### config.mk
export PLATFORM = sky130hd
export DESIGN_NAME = hvm_master_engine
export DESIGN_NICKNAME = d
export VERILOG_FILES = /design/src/rtl/hvm_pkg.sv /design/src/rtl/hvm_read_lane_sel.sv /design/src/rtl/hvm_master_engine.sv
export VERILOG_INCLUDE_DIRS = /design/src /design/src/rtl
export SDC_FILE = /design/constraint.sdc
export NUM_CORES = 1
export LEC_CHECK = 0
export ABC_AREA = 1
export BUFFER_PORTS_ARGS = -buffer_cell sky130_fd_sc_hd__buf_4
export CAP_MARGIN = 5
export CORE_ASPECT_RATIO = 2
export CORE_MARGIN = 4
export CORE_UTILIZATION = 51
export DETAILED_ROUTE_END_ITERATION = 7
export PLACE_DENSITY = 0.84
export SLEW_MARGIN = 0
export SYNTH_ARGS = -nofsm -noshare
export SYNTH_HDL_FRONTEND = slang
export SYNTH_SLANG_ARGS = --single-unit
### constraint.sdc
create_clock -name ref_clk -period 2.6 [get_ports ref_clk]
set_clock_uncertainty 0.2 [all_clocks]
set_input_delay 0.26 -clock ref_clk [delete_from_list [all_inputs] [get_ports ref_clk]]
set_output_delay 0.26 -clock ref_clk [all_outputs]
set_load 0.05 [all_outputs]
### src/rtl/hvm_defines.svh
// Constants for the host-to-VME master engine
`ifndef HVM_DEFINES_SVH
`define HVM_DEFINES_SVH
`define HVM_AM_SHORT_SUP 6'h2d
`define HVM_AM_STD_SUP_PROG 6'h3e
`define HVM_AM_EXT_SUP_PROG 6'h0e
`define HVM_DLEN_8 2'h1
`define HVM_DLEN_16 2'h2
`define HVM_DLEN_32 2'h3
`define HVM_DLEN_LO 16
`define HVM_DLEN_HI 17
`define HVM_SPACE_LO 18
`define HVM_SPACE_HI 19
`define HVM_OFFSET_RESET 32'h0003_0000
`define HVM_BUS_TIMEOUT_US 64
`define HVM_CLK_MHZ 25
`define HVM_BUS_TIMEOUT_CYC (`HVM_BUS_TIMEOUT_US * `HVM_CLK_MHZ)
`endif

### src/rtl/hvm_pkg.sv
// Types for the host-to-VME master engine
`default_nettype none
package hvm_pkg;
   typedef enum logic [2:0] {
      HVM_CMD_READ = 3'h0,
      HVM_CMD_WRITE = 3'h1,
      HVM_CMD_LOCK_READ = 3'h2,
      HVM_CMD_UNLOCK_WRITE = 3'h3,
      HVM_CMD_OTHER = 3'h4
   } hvm_cmd_e;
   typedef enum logic [1:0] {
      HVM_LEN_LONG = 2'h0,
      HVM_LEN_QUAD = 2'h1,
      HVM_LEN_OCTA = 2'h2,
      HVM_LEN_HEXA = 2'h3
   } hvm_len_e;
   typedef enum logic [1:0] {
      HVM_SPACE_SHORT = 2'h0,
      HVM_SPACE_STD = 2'h1,
      HVM_SPACE_EXT = 2'h2
   } hvm_space_e;
endpackage : hvm_pkg
`default_nettype wire

### src/rtl/hvm_read_lane_sel.sv
// Read byte-lane selection by slave data width and low address bits
`include "hvm_defines.svh"
`default_nettype none
module hvm_read_lane_sel
   import hvm_pkg::*;
(
   input wire logic [1:0] dlen,
   input wire logic [1:0] addr_lo,
   input wire logic [31:0] raw_data,
   output logic [31:0] sel_data,
   output logic [3:0] valid_lanes
);
   always_comb begin
      valid_lanes = 4'h0;
      case (dlen)
         `HVM_DLEN_8: valid_lanes = 4'h1 << addr_lo;
         `HVM_DLEN_16: begin
            if (addr_lo == 2'h0) begin
               valid_lanes = 4'h3;
            end else if (addr_lo == 2'h2) begin
               valid_lanes = 4'hc;
            end
         end
         `HVM_DLEN_32: begin
            if (addr_lo == 2'h0) begin
               valid_lanes = 4'hf;
            end
         end
         default: valid_lanes = 4'h0;
      endcase
   end

   // Full longword always returned; invalid lanes forced to zero
   genvar g;
   generate
      for (g = 0; g < 4; g++) begin : g_lane
         assign sel_data[g*8 +: 8] = valid_lanes[g] ? raw_data[g*8 +: 8] : 8'h00;
      end
   endgenerate
endmodule : hvm_read_lane_sel
`default_nettype wire

### src/rtl/hvm_master_engine.sv
// Host-to-VME master engine: arbitration, cycles, read return, locked pairs
`include "hvm_defines.svh"
`default_nettype none
module hvm_master_engine
   import hvm_pkg::*;
#(
   parameter int unsigned BUS_TIMEOUT_CYC = `HVM_BUS_TIMEOUT_CYC
)
(
   input wire logic ref_clk,
   input wire logic rst_b,
   // Host transaction buffer on the internal link bus
   input wire logic link_req_valid,
   output logic link_req_ready,
   input wire logic [2:0] link_req_cmd,
   input wire logic [1:0] link_req_len,
   input wire logic [31:0] link_req_addr,
   input wire logic [31:0] link_req_wdata,
   input wire logic [3:0] link_req_mask,
   output logic link_done,
   output logic link_err,
   output logic [31:0] link_rdata,
   output logic [3:0] link_rvalid_lanes,
   // Software field of host_xfer_offset_register
   input wire logic offset_wr,
   input wire logic [31:0] offset_wdata,
   output logic [31:0] host_xfer_offset_register,
   input wire logic irq_enable,
   input wire logic split_err_clear,
   output logic split_err,
   output logic split_irq,
   output logic illegal_err,
   // VMEbus master side
   output logic vme_bus_req,
   input wire logic vme_bus_grant,
   output logic vme_busy,
   output logic vme_as,
   output logic vme_ds_wr,
   output logic vme_ds_rd,
   output logic vme_rmw,
   output logic [31:0] vme_addr,
   output logic [5:0] vme_am,
   output logic [31:0] vme_wdata,
   output logic [3:0] vme_lanes,
   input wire logic vme_dtack,
   input wire logic vme_berr,
   input wire logic [31:0] vme_rdata
);
   typedef enum logic [2:0] {
      HVM_ST_IDLE = 3'h0,
      HVM_ST_ARB = 3'h1,
      HVM_ST_CYC = 3'h2,
      HVM_ST_END = 3'h3,
      HVM_ST_LOCKED = 3'h4,
      HVM_ST_DONE = 3'h5
   } hvm_state_e;

   localparam logic [31:0] TMO_LAST = 32'(BUS_TIMEOUT_CYC - 1);

   hvm_state_e state_r;
   logic [2:0] cmd_r;
   logic [31:0] addr_r;
   logic [31:0] wdata_r;
   logic [3:0] mask_r;
   logic [31:0] tmo_r;
   logic locked_r;
   logic accept;
   logic legal;
   logic is_write;
   logic cyc_end;
   logic timed_out;
   logic split_evt;
   logic timed_out_r;
   logic lock_hold;
   logic [31:0] sel_data;
   logic [3:0] sel_lanes;

   assign legal = (link_req_len == HVM_LEN_LONG) && (link_req_cmd != HVM_CMD_OTHER);
   assign link_req_ready = (state_r == HVM_ST_IDLE) || (state_r == HVM_ST_LOCKED);
   assign accept = link_req_valid && link_req_ready;
   assign is_write = (cmd_r == HVM_CMD_WRITE) || (cmd_r == HVM_CMD_UNLOCK_WRITE);
   assign timed_out = (tmo_r == TMO_LAST) || vme_berr;
   assign cyc_end = (state_r == HVM_ST_CYC) && (vme_dtack || timed_out);
   // Anything but a legal unlock write after a locking read splits the pair
   assign split_evt = (state_r == HVM_ST_LOCKED) && accept
                      && !(legal && link_req_cmd == HVM_CMD_UNLOCK_WRITE);
   // Locking read that ended with an acknowledge keeps the bus
   assign lock_hold = (cmd_r == HVM_CMD_LOCK_READ) && !timed_out_r;

   // Offset register with width and space fields, written by software
   always_ff @(posedge ref_clk) begin
      if (!rst_b) begin
         host_xfer_offset_register <= `HVM_OFFSET_RESET;
      end else if (offset_wr) begin
         host_xfer_offset_register <= offset_wdata;
      end
   end

   always_ff @(posedge ref_clk) begin
      if (!rst_b) begin
         state_r <= HVM_ST_IDLE;
      end else begin
         case (state_r)
            HVM_ST_IDLE: begin
               if (accept) begin
                  state_r <= legal ? HVM_ST_ARB : HVM_ST_DONE;
               end
            end
            HVM_ST_ARB: begin
               if (vme_bus_grant || locked_r) begin
                  state_r <= HVM_ST_CYC;
               end
            end
            HVM_ST_CYC: begin
               if (cyc_end) begin
                  state_r <= HVM_ST_END;
               end
            end
            HVM_ST_END: begin
               // Locking read holds the bus for the unlock write
               if (cmd_r == HVM_CMD_LOCK_READ && !timed_out_r) begin
                  state_r <= HVM_ST_LOCKED;
               end else begin
                  state_r <= HVM_ST_DONE;
               end
            end
            HVM_ST_LOCKED: begin
               if (accept) begin
                  state_r <= legal ? HVM_ST_ARB : HVM_ST_DONE;
               end
            end
            HVM_ST_DONE: state_r <= HVM_ST_IDLE;
            default: state_r <= HVM_ST_IDLE;
         endcase
      end
   end

   always_ff @(posedge ref_clk) begin
      if (!rst_b) begin
         timed_out_r <= 1'b0;
      end else if (accept) begin
         timed_out_r <= 1'b0;
      end else if (cyc_end) begin
         timed_out_r <= !vme_dtack;
      end
   end

   // Request capture from the host transaction buffer
   always_ff @(posedge ref_clk) begin
      if (!rst_b) begin
         cmd_r <= 3'h0;
         addr_r <= 32'h0;
         wdata_r <= 32'h0;
         mask_r <= 4'h0;
      end else if (accept) begin
         cmd_r <= link_req_cmd;
         addr_r <= link_req_addr;
         wdata_r <= link_req_wdata;
         mask_r <= link_req_mask;
      end
   end

   // Lock holds ownership only while the pair stays intact
   always_ff @(posedge ref_clk) begin
      if (!rst_b) begin
         locked_r <= 1'b0;
      end else if (state_r == HVM_ST_END) begin
         locked_r <= (cmd_r == HVM_CMD_LOCK_READ) && !timed_out_r;
      end else if (split_evt) begin
         locked_r <= 1'b0;
      end else if (state_r == HVM_ST_DONE) begin
         locked_r <= 1'b0;
      end
   end

   always_ff @(posedge ref_clk) begin
      if (!rst_b) begin
         tmo_r <= 32'h0;
      end else if (state_r == HVM_ST_CYC && !vme_dtack) begin
         tmo_r <= tmo_r + 32'h1;
      end else begin
         tmo_r <= 32'h0;
      end
   end

   // Bus ownership: held from grant through end, and across a lock
   always_ff @(posedge ref_clk) begin
      if (!rst_b) begin
         vme_bus_req <= 1'b0;
         vme_busy <= 1'b0;
      end else begin
         vme_bus_req <= (state_r == HVM_ST_ARB) && !vme_bus_grant && !locked_r;
         if (state_r == HVM_ST_ARB && (vme_bus_grant || locked_r)) begin
            vme_busy <= 1'b1;
         end else if (state_r == HVM_ST_END && !(cmd_r == HVM_CMD_LOCK_READ && !timed_out_r)) begin
            vme_busy <= 1'b0;
         end else if (split_evt) begin
            vme_busy <= 1'b0;
         end
      end
   end

   // Cycle drive: address, modifier and data presented together
   always_ff @(posedge ref_clk) begin
      if (!rst_b) begin
         vme_as <= 1'b0;
         vme_ds_wr <= 1'b0;
         vme_ds_rd <= 1'b0;
         vme_addr <= 32'h0;
         vme_am <= 6'h00;
         vme_wdata <= 32'h0;
         vme_lanes <= 4'h0;
      end else if (state_r == HVM_ST_ARB && (vme_bus_grant || locked_r)) begin
         vme_as <= 1'b1;
         vme_ds_wr <= is_write;
         vme_ds_rd <= !is_write;
         vme_addr <= addr_r;
         case (hvm_space_e'(host_xfer_offset_register[`HVM_SPACE_HI:`HVM_SPACE_LO]))
            HVM_SPACE_SHORT: vme_am <= `HVM_AM_SHORT_SUP;
            HVM_SPACE_STD: vme_am <= `HVM_AM_STD_SUP_PROG;
            HVM_SPACE_EXT: vme_am <= `HVM_AM_EXT_SUP_PROG;
            default: vme_am <= `HVM_AM_STD_SUP_PROG;
         endcase
         vme_wdata <= wdata_r;
         // Writes pass the mask straight through as lane enables; reads use sel_lanes
         vme_lanes <= is_write ? mask_r : sel_lanes;
      end else if (cyc_end) begin
         vme_as <= 1'b0;
         vme_ds_wr <= 1'b0;
         vme_ds_rd <= 1'b0;
      end
   end

   // Read-modify-write marker stays up from locking read to the end of its pair
   always_ff @(posedge ref_clk) begin
      if (!rst_b) begin
         vme_rmw <= 1'b0;
      end else if (state_r == HVM_ST_ARB && vme_bus_grant && cmd_r == HVM_CMD_LOCK_READ) begin
         vme_rmw <= 1'b1;
      end else if (split_evt || state_r == HVM_ST_DONE || state_r == HVM_ST_IDLE) begin
         vme_rmw <= 1'b0;
      end
   end

   hvm_read_lane_sel u_lane_sel (
      .dlen(host_xfer_offset_register[`HVM_DLEN_HI:`HVM_DLEN_LO]),
      .addr_lo(addr_r[1:0]),
      .raw_data(vme_rdata),
      .sel_data(sel_data),
      .valid_lanes(sel_lanes)
   );

   // Read data captured on acknowledge, returned on done
   always_ff @(posedge ref_clk) begin
      if (!rst_b) begin
         link_rdata <= 32'h0;
         link_rvalid_lanes <= 4'h0;
      end else if (cyc_end && !is_write) begin
         link_rdata <= vme_dtack ? sel_data : 32'h0;
         link_rvalid_lanes <= vme_dtack ? sel_lanes : 4'h0;
      end
   end

   // Completion toward host transmit logic
   always_ff @(posedge ref_clk) begin
      if (!rst_b) begin
         link_done <= 1'b0;
         link_err <= 1'b0;
      end else begin
         // Pulse from DONE, from END when the lock holds, and on a split; a splitting request pulses twice
         link_done <= (state_r == HVM_ST_DONE)
                      || (state_r == HVM_ST_END && lock_hold)
                      || split_evt;
         // Error rides on the same pulse as done
         link_err <= (state_r == HVM_ST_DONE) && (timed_out_r || illegal_err);
      end
   end

   always_ff @(posedge ref_clk) begin
      if (!rst_b) begin
         illegal_err <= 1'b0;
      end else begin
         illegal_err <= accept && !legal;
      end
   end

   // Split-pair error: set wins over clear
   always_ff @(posedge ref_clk) begin
      if (!rst_b) begin
         split_err <= 1'b0;
      end else if (split_evt) begin
         split_err <= 1'b1;
      end else if (split_err_clear) begin
         split_err <= 1'b0;
      end
   end

   assign split_irq = split_err && irq_enable;
endmodule : hvm_master_engine
`default_nettype wire

==> impl_results.rst <==
.. list-table::
   :header-rows: 1

   * - Metric
     - Value
   * - Largest net degree at the start of global routing
     - 162
   * - Top-Level Pins
     - 300
   * - Proportion of synthesized chip area in sequential cells
     - 0.531
   * - Kind of capture point of the worst setup path
     - register
   * - Gate count after technology mapping
     - 1256
   * - Initial antenna violation count
     - 0
   * - Worst min path class
     - input pin to register
   * - Top cell family by delay on the critical path
     - buffers and inverters
   * - Clock tree from TritonCTS
     - built
   * - Syn Area/Cell
     - 7.77 sq um
   * - Total routing usage reported by global routing
     - 0.320
   * - Total power
     - 10.1 mW
   * - Switching fraction of total power
     - 0.315
   * - Inserted Clock Buffers
     - 22
   * - Area added between synthesis and finish
     - 47.2%
   * - Total via count in the routed design
     - 10700
   * - Cell-by-cell listing of the critical path
     - nor2_2 -> inv_2 -> nor2_8 -> buf_12 -> nand3_1 -> dlygate4sd3_1 -> nand2_1
   * - Relative max-transition margin
     - 0.338
   * - Final Util
     - 0.763
   * - Cell internal power dissipation
     - 6.93 mW
   * - Crit path buffers/inverters
     - 3
   * - Total half-perimeter wirelength after legalization and detailed placement
     - 19900 um
   * - First-pass GRT wire length
     - 55800 um
   * - Critical Path AT
     - 2.57 ns
   * - Share of layout cells above drive strength 1
     - 0.220
   * - Overflow left after global routing
     - 0
   * - Total area of sequential cells
     - 0.00518 sq mm
   * - Initial core utilization
     - 0.518
   * - Final critical-path required period
     - 2.31 ns
   * - Net Sw Power
     - 3.18 mW
   * - Highest ir drop seen on vdd
     - 628 uV
   * - Critical path's slowest cell
     - sky130_fd_sc_hd__dlygate4sd3_1
   * - Detailed-route wire length per cell
     - 18.4 um
   * - Synthesis warning total
     - 0
   * - Portion of total power attributed to the clock network
     - 0.336
   * - Simple logic cell fraction of the synthesized area
     - 0.210
   * - Required @ worst endpoint
     - 2.86 ns
   * - Count of TritonRoute iterations in the first routing pass
     - 5
   * - Avg Vias per Cell
     - 5.52
   * - Gp weighted congestion
     - 0.897
   * - Part of the total power dissipated in sequential elements
     - 0.441
   * - Antenna Violating Nets Remaining
     - 0
   * - Die footprint
     - 0.0215 sq mm
   * - Root Driver
     - sky130_fd_sc_hd__clkbuf_16
   * - Number of antenna cells inserted
     - 0
   * - Run status
     - complete, no violations
   * - Netlist Area Pre-Place
     - 0.00976 sq mm
   * - Combined area of the multi-input logic cells
     - 0.00375 sq mm
   * - Kind of start point of the critical path
     - register
   * - Die Y
     - 204 um
   * - Aggregate negative setup slack
     - 0 ns
   * - Final setup vio count
     - 0
   * - Post-synthesis adder-cell area fraction
     - 0.00128
   * - Final hold violation count
     - 0
   * - Critical path class
     - register to register
   * - Vias in the first global route
     - 11100
   * - Number of violations reported at the end of detailed-routing iteration 0
     - 667
   * - Worst setup slack for register-to-register paths
     - 0.29 ns
   * - Number of slew-limit violations in the final report
     - 0
   * - Setup repair bufs after CTS
     - 0
   * - Number of DRC violations after detailed routing
     - 0
   * - Standard cell core area
     - 0.0188 sq mm
   * - Number of synthesized register bits
     - 259
   * - Post-synth cell types
     - 33
   * - Number of H-tree levels
     - 1
   * - Highest cell delay on the worst timing path
     - 0.59 ns
   * - CTS Buffer Depth
     - 3
   * - Layout filler cell count
     - 1199
   * - Share of the synthesized netlist area taken by xor and xnor gates
     - 0.00359
   * - Number of maximum-capacitance violations
     - 0
   * - Number of standard-cell rows in the floorplan
     - 71
   * - Unrepaired setup endpoints after global routing
     - false
   * - Pwr Density
     - 703 mW/mm^2
   * - Largest family of logic cells by synthesized area
     - simple AND/OR/NAND/NOR gates
   * - Total number of nets in the final design
     - 1815
   * - Total nets after synthesis
     - 1403
   * - Later-pin clock latency in the skew report
     - 0.52 ns
   * - Number of buffer cells added on primary ports
     - 299
   * - Clock sink count
     - 259
   * - Actual transition at the worst max-transition pin
     - 0.992 ns
   * - Clock transition at the registers of the reported paths
     - 0.07 ns
   * - Share of total power in combinational logic
     - 0.223
   * - Leakage power total
     - 6.04 nW
   * - Mux share of post-synthesis cell area
     - 0
   * - FMAX
     - 0.433 GHz
   * - Die W
     - 106 um
   * - Compound-cell area share of the yosys netlist
     - 0.170
   * - Worst Path Max Fanout
     - 68
   * - Share of the clock period used by the worst path after layout
     - 0.888
   * - Total wire length
     - 35600 um
per-layer routing:
layer	global-route usage	vias to the layer above	share of wire
met1	0.326	4974	0.34
met2	0.580	596	0.51
li1	-	4935	-
met4	0.223	0	0.080
met3	0.0592	204	0.070
met5	0	-	0
sequential cells by signal, indices dropped and copies added (netlist names), 3 cells and up:
signal                     cells
link_rdata                    32
link_rvalid_lanes              4
vme_lanes                      4
host_xfer_offset_register     32
cmd_r                          3
mask_r                         4
vme_wdata                     32
vme_am                         5
vme_addr                      32
addr_r                        32
state_r                        3
tmo_r                         32
wdata_r                       32
final timing paths:
kind                        start           to  cells after the start
setup / recovery       state_r[0]    mask_r[0]                      7
hold reg to reg       wdata_r[31]  wdata_r[31]                      2
hold / removal    link_req_len[1]     vme_busy                      6
setup reg to reg       state_r[0]    mask_r[0]                      7
worst min-delay path: cells and delay by family:
family | cells | cell delay [ns]
compound gates | 1 | 0.06
buf+inv | 1 | 0.08
simple gates | 4 | 0.32
cells by family after synthesis:
logic type      count (synthesis)
compound gates                326
xor+xnor                        4
fa+ha+maj                       1
buf+inv                       204
flops                         259
simple gates                  462
through the flow:
step / setup WS [ns] / hold WS [ns] / std cells / instance area, sq um
floorplan: 0.574 / 0.186 / 1256 / 9760
global placement: 0.479 / 0.224 / 1751 / 12100
detailed placement: 0.387 / 0.229 / 1751 / 12100
CTS: 0.308 / 0.0275 / 1939 / 14400
global route: 0.0953 / 0.0669 / 1939 / 14400
finish: 0.290 / 0.0490 / 1939 / 14400
synthesized netlist by cell type:
library cell                 n  area [sq um]
sky130_fd_sc_hd__a21oi_1   132           661
sky130_fd_sc_hd__a31oi_1     3          18.8
sky130_fd_sc_hd__and3_1      1          6.26
sky130_fd_sc_hd__buf_2      22           110
sky130_fd_sc_hd__buf_4       8          60.1
sky130_fd_sc_hd__clkbuf_1   39           146
sky130_fd_sc_hd__clkbuf_2    1          5.00
sky130_fd_sc_hd__clkinv_1    1          3.75
sky130_fd_sc_hd__dfxtp_1   259          5180
sky130_fd_sc_hd__ha_1        1          12.5
sky130_fd_sc_hd__inv_1     126           473
sky130_fd_sc_hd__inv_2       7          26.3
sky130_fd_sc_hd__nand2_1   166           623
sky130_fd_sc_hd__nand2_2     2          12.5
sky130_fd_sc_hd__nand3_1    94           470
sky130_fd_sc_hd__nand3_2     2          20.0
sky130_fd_sc_hd__nand3b_1    1          7.51
sky130_fd_sc_hd__nand4_1    17           106
sky130_fd_sc_hd__nand4_2     1          12.5
sky130_fd_sc_hd__nor2_1    142           533
sky130_fd_sc_hd__nor2_2      5          31.3
sky130_fd_sc_hd__nor2_8      2          40.0
sky130_fd_sc_hd__nor3_1     20           100
sky130_fd_sc_hd__nor3_2      3          30.0
sky130_fd_sc_hd__nor3_4      1          16.3
sky130_fd_sc_hd__nor3b_1     5          37.5
sky130_fd_sc_hd__o21a_1      3          22.5
sky130_fd_sc_hd__o21ai_0   170           851
sky130_fd_sc_hd__o21ai_1    14          70.1
sky130_fd_sc_hd__o22ai_1     1          6.26
sky130_fd_sc_hd__o311a_1     1          10.0
sky130_fd_sc_hd__o31ai_1     2          15.0
sky130_fd_sc_hd__xor2_1      4          35.0
cell type report:
type,count,share of cell area
Sequential cell,259,0.361
Timing Repair Buffer,458,0.269
Multi-Input combinational cell,793,0.261
Clock buffer,30,0.0432
Inverter,134,0.0351
Tap cell,255,0.0222
Clock inverter,10,0.00810
placed cells by master, fill, tap and decap left out, drive strengths merged, types with 3 or more instances in the layout:
cell         count
o21a             3
inv            132
xor2             4
nor3            24
o21ai          184
dlygate4sd3    148
buf            310
nor3b            5
a21oi          132
nand4           18
clkinv           8
nand3           96
nand2          168
clkbuf          30
nor2           149
a31oi            3
dfxtp          259
power by group through the flow:
stage                     clock network (mW)  registers (mW)  logic, mW
after floorplan                            0            5.12      0.664
after global routing                    3.58            4.48       2.38
after detailed placement                   0            4.52       1.97
after global placement                     0            4.51       1.94
final                                   3.40            4.46       2.25
after CTS                               3.39            4.43       2.16
what timing repair did:
| item | CTS | global route |
|---|---|---|
| hold buffers | 148 | 0 |
| resized for setup | 0 | 1 |
| hold endpoints to repair | 150 | 0 |
| endpoints found under the setup margin | 0 | 2 |
No activity file was read; power rests on OpenSTA's default activity.
